### config.mk
export PLATFORM = sky130hd
export DESIGN_NAME = pmic_irq_status_enable
export DESIGN_NICKNAME = d
export VERILOG_FILES = /design/src/hw/pmic_irq_pkg.sv /design/src/hw/pmic_irq_status_enable.sv
export SDC_FILE = /design/constraint.sdc
export NUM_CORES = 1
export LEC_CHECK = 0
export ABC_AREA = 1
export BUFFER_PORTS_ARGS = -buffer_cell sky130_fd_sc_hd__buf_2
export CAP_MARGIN = 5
export CORE_MARGIN = 3
export CORE_UTILIZATION = 30
export DETAILED_ROUTE_END_ITERATION = 12
export PLACE_DENSITY = 0.52
export REMOVE_ABC_BUFFERS = 1
export SLEW_MARGIN = 5
export SYNTH_ARGS = -nofsm -noshare
export SYNTH_HDL_FRONTEND = slang
export SYNTH_SLANG_ARGS = --single-unit
### constraint.sdc
create_clock -name clk -period 2.43 [get_ports clk]
set_input_delay 0.486 -clock clk [delete_from_list [all_inputs] [get_ports clk]]
set_output_delay 0.486 -clock clk [all_outputs]
set_load 0.02 [all_outputs]
### src/hw/pmic_irq_pkg.sv
// Package for the interrupt status and enable block of the power device.
// Assumes a single 100 MHz clock and a byte-wide register port that is fed
// by the device's two-wire control bus engine.
// Functional notes
// - Step-down undervolt flag sets when its output falls to 66% of target.
// - Key short-press flag is set only after a 32 us input deglitch.
// - Key long-press flag, status1 bit 1, uses the same 32 us deglitch.
// - Status1 bit 0 is set when supply drops below turn-off threshold.
// - Enable2 bit 7 is read-write forced-off interrupt enable, resets to 1.
// - Enable2 bit 6 is read-write key rising-edge enable, resets to 0.
// - Enable2 bit 5 is read-write key falling-edge enable, resets to 0.
// - All status1 flags are read-only to the host and read 0 after reset.
// - Enable2 bits 4 to 0 are reserved, read-only, reading as zero.
// - Enable1 gates each status1 flag; top five reset to 1, rest to 0.
package pmic_irq_pkg;

    // Register offsets on the control bus
    localparam logic [7:0] ADDR_EN1 = 8'h28;
    localparam logic [7:0] ADDR_ST1 = 8'h29;
    localparam logic [7:0] ADDR_EN2 = 8'h2a;
    localparam logic [7:0] ADDR_ST2 = 8'h2b;

    // Status1 / enable1 bit positions
    localparam int BIT_OVERTEMP = 7;
    localparam int BIT_UV1 = 6;
    localparam int BIT_SHORT = 2;
    localparam int BIT_LONG = 1;
    localparam int BIT_SUPPLY = 0;

    // Status2 / enable2 bit positions
    localparam int BIT_FORCED = 7;
    localparam int BIT_RISE = 6;
    localparam int BIT_FALL = 5;

    // Reset values and the enable2 write mask
    localparam logic [7:0] EN1_RESET = 8'hf8;
    localparam logic [7:0] EN2_RESET = 8'h80;
    localparam logic [7:0] EN2_WMASK = 8'he0;
    localparam logic [7:0] ST_RESET = 8'h00;

    // Timing
    localparam int CLK_MHZ = 100;
    localparam int DEGLITCH_US = 32;
    localparam int DEGLITCH_CYCLES = DEGLITCH_US * CLK_MHZ;
    localparam int LONG_PRESS_MS = 1000;

    // Event pulses from the analog detectors
    typedef struct packed {
        logic overtemp;
        logic [3:0] undervolt; // [3] is channel 1, [0] is channel 4
        logic supply_low;
        logic forced_off;
    } events_t;

    // One register access from the bus engine
    typedef struct packed {
        logic rd;
        logic wr;
        logic [7:0] addr;
        logic [7:0] wdata;
    } reg_req_t;

endpackage

### src/hw/pmic_irq_status_enable.sv
// Interrupt status and enable registers with key-press detection.
// Status flags latch events and clear when the host reads them; enable
// bits gate which latched flags drive the interrupt request.
// Assumes all inputs are synchronous to clk and that event inputs are
// one-cycle pulses or levels from the analog comparators.
// The host reaches the registers through the two-wire bus engine.
`timescale 1ns/100ps
module pmic_irq_status_enable
    import pmic_irq_pkg::*;
#(
    parameter int LONG_PRESS_CYCLES = LONG_PRESS_MS * CLK_MHZ * 1000
)
(
    input wire logic clk,
    input wire logic rst,
    input wire events_t events,
    input wire logic power_key_input,
    input wire reg_req_t reg_req,
    output logic [7:0] reg_rdata,
    output logic irq_out
);

    // Counter end points; both counters start from zero
    localparam logic [11:0] DEGLITCH_LAST = 12'(DEGLITCH_CYCLES - 1);
    localparam logic [31:0] LONG_LAST = 32'(LONG_PRESS_CYCLES - 1);

    // Register state
    logic [7:0] en1_r;
    logic [7:0] en2_r;
    logic [7:0] st1_r;
    logic [7:0] st2_r;
    logic [7:0] st1_nxt;
    logic [7:0] st2_nxt;
    logic [7:0] rdata_nxt;
    logic irq_nxt;

    // Key filter and press timing
    logic key_db_r;
    logic [11:0] glitch_cnt_r;
    logic [31:0] hold_cnt_r;
    logic long_done_r;
    logic key_moved;
    logic deglitch_done;

    // Event strobes and access decodes
    logic key_rise;
    logic key_fall;
    logic short_evt;
    logic long_evt;
    logic rd_st1;
    logic rd_st2;
    logic wr_en1;
    logic wr_en2;

    // Address match for a write or a read
    function automatic logic hit(input reg_req_t r, input logic [7:0] a);
        hit = r.addr == a;
    endfunction

    // Any flag whose enable bit is set; used for both status registers
    function automatic logic any_enabled(input logic [7:0] flags,
        input logic [7:0] en);
        any_enabled = |(flags & en);
    endfunction

    // Key differs from its filtered level in this cycle
    assign key_moved = power_key_input != key_db_r;
    // Last cycle of an unbroken 32 us run at the new level; the filtered
    // key and both edge strobes move only here
    assign deglitch_done = key_moved && (glitch_cnt_r == DEGLITCH_LAST);

    // Deglitch counter: any return to the filtered level restarts the run,
    // so a bouncing contact never adds up time across its bounces
    always_ff @(posedge clk or posedge rst)
    begin
        if (rst)
        begin
            glitch_cnt_r <= 12'h000;
        end
        else if (!key_moved || deglitch_done)
        begin
            glitch_cnt_r <= 12'h000;
        end
        else
        begin
            glitch_cnt_r <= glitch_cnt_r + 12'h001;
        end
    end

    // Filtered key; resets released, matching the idle key, so no false
    // edge is reported just after reset
    always_ff @(posedge clk or posedge rst)
    begin
        if (rst)
        begin
            key_db_r <= 1'b0;
        end
        else if (deglitch_done)
        begin
            key_db_r <= power_key_input;
        end
    end

    // Edges of the filtered key; high means pressed
    // The falling edge also decides the short press
    assign key_rise = deglitch_done && power_key_input;
    assign key_fall = deglitch_done && !power_key_input;

    // Hold time of the filtered press; it stops once the long press fired
    // instead of wrapping, so a key held for minutes cannot fire twice
    always_ff @(posedge clk or posedge rst)
    begin
        if (rst)
        begin
            hold_cnt_r <= 32'h0000_0000;
        end
        else if (!key_db_r)
        begin
            hold_cnt_r <= 32'h0000_0000;
        end
        else if (!long_done_r)
        begin
            hold_cnt_r <= hold_cnt_r + 32'h0000_0001;
        end
    end

    // Marks a press that has already been reported as long
    always_ff @(posedge clk or posedge rst)
    begin
        if (rst)
        begin
            long_done_r <= 1'b0;
        end
        else if (!key_db_r)
        begin
            long_done_r <= 1'b0;
        end
        else if (long_evt)
        begin
            long_done_r <= 1'b1;
        end
    end

    // Long press fires once, on the cycle the hold count reaches its end
    assign long_evt = key_db_r && !long_done_r
        && (hold_cnt_r == LONG_LAST);
    // A release before the long threshold counts as a short press
    assign short_evt = key_fall && !long_done_r;

    // Access decodes; a strobe with a foreign offset touches nothing
    assign rd_st1 = reg_req.rd && hit(reg_req, ADDR_ST1);
    assign rd_st2 = reg_req.rd && hit(reg_req, ADDR_ST2);
    assign wr_en1 = reg_req.wr && hit(reg_req, ADDR_EN1);
    assign wr_en2 = reg_req.wr && hit(reg_req, ADDR_EN2);

    // Status1 next value: clear on read, but an event in the same cycle
    // survives the clear so the host never loses it
    always_comb
    begin
        st1_nxt = rd_st1 ? ST_RESET : st1_r;
        if (events.overtemp)
        begin
            st1_nxt[BIT_OVERTEMP] = 1'b1;
        end
        for (int i = 0; i < 4; i++)
        begin
            if (events.undervolt[3 - i])
            begin
                st1_nxt[BIT_UV1 - i] = 1'b1;
            end
        end
        if (short_evt)
        begin
            st1_nxt[BIT_SHORT] = 1'b1;
        end
        if (long_evt)
        begin
            st1_nxt[BIT_LONG] = 1'b1;
        end
        if (events.supply_low)
        begin
            st1_nxt[BIT_SUPPLY] = 1'b1;
        end
    end

    // Status2 next value, same clear-on-read rule as status1
    // Bits 4 to 0 are not modelled and stay zero
    always_comb
    begin
        st2_nxt = rd_st2 ? ST_RESET : st2_r;
        if (events.forced_off)
        begin
            st2_nxt[BIT_FORCED] = 1'b1;
        end
        if (key_rise)
        begin
            st2_nxt[BIT_RISE] = 1'b1;
        end
        if (key_fall)
        begin
            st2_nxt[BIT_FALL] = 1'b1;
        end
    end

    // Status1 register; the host cannot write it, a write to its offset
    // is simply ignored
    always_ff @(posedge clk or posedge rst)
    begin
        if (rst)
        begin
            st1_r <= ST_RESET;
        end
        else
        begin
            st1_r <= st1_nxt;
        end
    end

    // Status2 register; the host cannot write it either
    always_ff @(posedge clk or posedge rst)
    begin
        if (rst)
        begin
            st2_r <= ST_RESET;
        end
        else
        begin
            st2_r <= st2_nxt;
        end
    end

    // Enable1: every bit is host writable; the regulator and temperature
    // enables come out of reset set
    always_ff @(posedge clk or posedge rst)
    begin
        if (rst)
        begin
            en1_r <= EN1_RESET;
        end
        else if (wr_en1)
        begin
            en1_r <= reg_req.wdata;
        end
    end

    // Enable2: reserved bits are masked at the write so they read zero;
    // only the forced-off enable comes out of reset set
    always_ff @(posedge clk or posedge rst)
    begin
        if (rst)
        begin
            en2_r <= EN2_RESET;
        end
        else if (wr_en2)
        begin
            en2_r <= reg_req.wdata & EN2_WMASK;
        end
    end

    // Read mux; an unmapped offset reads zero, so probing is harmless
    always_comb
    begin
        unique case (reg_req.addr)
            ADDR_EN1: rdata_nxt = en1_r;
            ADDR_ST1: rdata_nxt = st1_r;
            ADDR_EN2: rdata_nxt = en2_r;
            ADDR_ST2: rdata_nxt = st2_r;
            default: rdata_nxt = 8'h00;
        endcase
    end

    // Read data is registered and holds until the next read strobe, so
    // the bus engine may take it late
    always_ff @(posedge clk or posedge rst)
    begin
        if (rst)
        begin
            reg_rdata <= 8'h00;
        end
        else if (reg_req.rd)
        begin
            reg_rdata <= rdata_nxt;
        end
    end

    // Request follows the next flag state, so a clearing read drops it in
    // the same cycle as the data leaves; the host sees no stale request
    assign irq_nxt = any_enabled(st1_nxt, en1_r)
        || any_enabled(st2_nxt, en2_r);

    // Interrupt request register keeps the output free of glitches
    // from the flag and enable logic in front of it
    always_ff @(posedge clk or posedge rst)
    begin
        if (rst)
        begin
            irq_out <= 1'b0;
        end
        else
        begin
            irq_out <= irq_nxt;
        end
    end

endmodule

==> out/qor.yml <==
fill_cells: 1481
required_ns: 2.65
grt_max_degree: 78
core_area_mm2: 0.0139
synth_edf_count: 0
hold_buffers: 0
synth-async-reset-ratio: 1.00
status: "finished clean"
synthDistinctLibCells: 36
rr_worst_depth: 5
seqCellArea_mm2: 0.00193
rows: 43
ys.flop_type: "dfrtp_1"
ant_nets: 0
min_path_type: "input port to asynchronous set/reset pin"
ir_drop_mv: 0.331
fin_nets: 660
track_usage: 0.137
met2_length_um: 4830
wl_met3_um: 407
grt_pass1_vias: 3727
power.share.combinational: 0.046
remaining_drc_errors: 0
r2r_start: "key_db_r"
via_count: 3850
syn_inst: 588
root_buffer: "clkbuf_16"
startpoint_type: "register"
p_seq_frac: 0.478
crit_type: "register to register"
avgSynthCellArea_um2: 7.31
die-area_mm2: 0.0158
finClkSkew_ns: 0.00652
dpl.hpwl_um: 7770
gp_congestion: 0.854
period_share: 0.743
swShare: 0.222
cts.sinks: 77
synth_top_cells_by_count: "159 x nand2_1, 80 x inv_1, 72 x nor2_1"
slew_headroom: 0.439
synth_top_area_frac: 0.413
clockBufferDepth: 2
antenna_found_initial: 0
synth_top_area_cell: "dfrtp_1"
critPathArrivalTime_ns: 2.03
fin_crit_ns: 1.81
r2r-end: "glitch_cnt_r[10]"
initial_core_util: 0.308
ff2ff_setup_slack_ns: 0.62
clk_latency_ns: 0.34
ios: 37
drt_iter0_drc: 263
max_freq_ghz: 0.554
vias_per_cell: 4.72
timing.hold.ws_ns: 0.228
insertedDiodeCount: 0
p_int_mw: 2.14
final.setup.tns_ns: 0
post_cts_buffers: 0
switchingPower_mw: 0.612
p_clk_frac: 0.476
die_width_um: 126
htree_levels: 3
setup_viol: 0
hold_viol_final: 0
yosys_register_bits: 77
wl_per_cell_um: 12.8
multi_input_area_mm2: 0.00200
p_per_area_mw_per_mm2: 553
worst_pin_slew_ns: 0.835
slew_violations: 0
drt_wl_total_um: 10400
grt_overflow_total: 0
cts_tree: "yes"
maxCapViolCount: 0
top_layer: "met4"
path_clk_slew_ns: 0.06
grt_pass1_wl_um: 17700
syn_area_mm2: 0.00430
crit_fanout: 27
ys_seq_area_frac: 0.450
end_kind: "register"
power.leakage_nw: 2.39
post_cts_resized: 0
numCtsBuffers: 9
synthTopCellsByArea: "dfrtp_1 41%, nand2_1 14%, inv_1 7.0%"
synth_most_common_cell: "nand2_1"
yosys_warnings: 0
numPortBuffers: 36
dr.pass1.iters: 5
rsz0062_at_grt: "no"
die_h_um: 126
syn2layout_area_growth_pct: 15.9
wirelength_met1_um: 4980
layout-drive-gt1-share: 0.139
state kept, by name, indices dropped and copies added, names as in the netlist:
| register | flops |
|---|---|
| irq_out | 1 |
| en1_r | 8 |
| reg_rdata | 8 |
| hold_cnt_r | 32 |
| key_db_r | 1 |
| st1_r | 8 |
| long_done_r | 1 |
| st2_r | 3 |
| en2_r | 3 |
| glitch_cnt_r | 12 |
area by class of cell:
class | instances | area share
clock buffer | 12 | 0.0475
multi-input combinational | 417 | 0.401
tap | 180 | 0.0452
sequential | 77 | 0.388
clock inverter | 4 | 0.0100
timing repair buffer | 39 | 0.0432
inverter | 86 | 0.0651
layer usage:
layer	vias to the layer above	track usage
met5	-	0
met4	0	0.0491
met3	15	0.0199
met2	75	0.219
met1	1790	0.189
li1	1970	-
worst max-delay path by stage:
| stage | start | end |
|---|---|---|
| 2_1_floorplan | rst | en1_r[0] |
| 3_3_place_gp | reg_req[12] | irq_out |
| 3_5_place_dp | reg_req[12] | irq_out |
| 4_1_cts | key_db_r | glitch_cnt_r[10] |
| 5_1_grt | key_db_r | glitch_cnt_r[10] |
| 6_report | key_db_r | glitch_cnt_r[10] |
per-stage QoR:
step	power, mW	cells	instance area, um^2	setup slack [ns]	util
3_3_place_gp	1.47	799	4690	0.535	0.337
4_1_cts	2.80	815	4980	0.603	0.357
5_1_grt	2.86	815	4980	0.470	0.357
2_1_floorplan	1.41	580	4250	-0.0128	-
3_5_place_dp	1.47	799	4690	0.535	0.337
6_report	2.76	815	4980	0.624	0.357
logic make-up after synthesis:
kind of cell               count (synthesis)  share of synthesized area
muxes                                      4                     0.0122
buffers and inverters                     94                     0.0856
AOI/OAI and AO/OA                         77                     0.0955
adders and majority gates                  2                    0.00582
xor gates and xnor gates                   2                    0.00408
DFF                                       77                      0.450
and+or+nand+nor                          332                      0.347
critical path: stages (launching register included):
cell and delay (ns):
dfrtp_1 0.35, buf_4 0.30, nor2_1 0.12, o21ai_1 0.67
o21bai_1 0.21, a21oi_1 0.05
power by group through the flow:
| stage | Sequential, mW | Combinational (mW) | Clock, mW |
|---|---|---|---|
| after floorplan | 1.34 | 0.0647 | 0 |
| after global placement | 1.34 | 0.129 | 0 |
| after detailed placement | 1.34 | 0.130 | 0 |
| after CTS | 1.32 | 0.131 | 1.35 |
| after global routing | 1.32 | 0.146 | 1.40 |
| final | 1.32 | 0.126 | 1.31 |
cell usage in the layout (no fill, tap or decap), drive strengths merged:
cell type    n
bufinv       1
nor2        81
o21bai       4
nand2      163
xnor2        1
dfstp        6
a211oi       1
nor4         1
o22ai        1
nor3b        4
xor2         1
buf         39
clkinvlp     2
a21oi       25
inv         85
clkinv       2
and2         1
nand4       24
mux2         4
nor3        21
nand3       37
ha           2
dfrtp       71
o21ai       43
o21a         3
clkbuf      12
(Power assumes the default switching activity.)
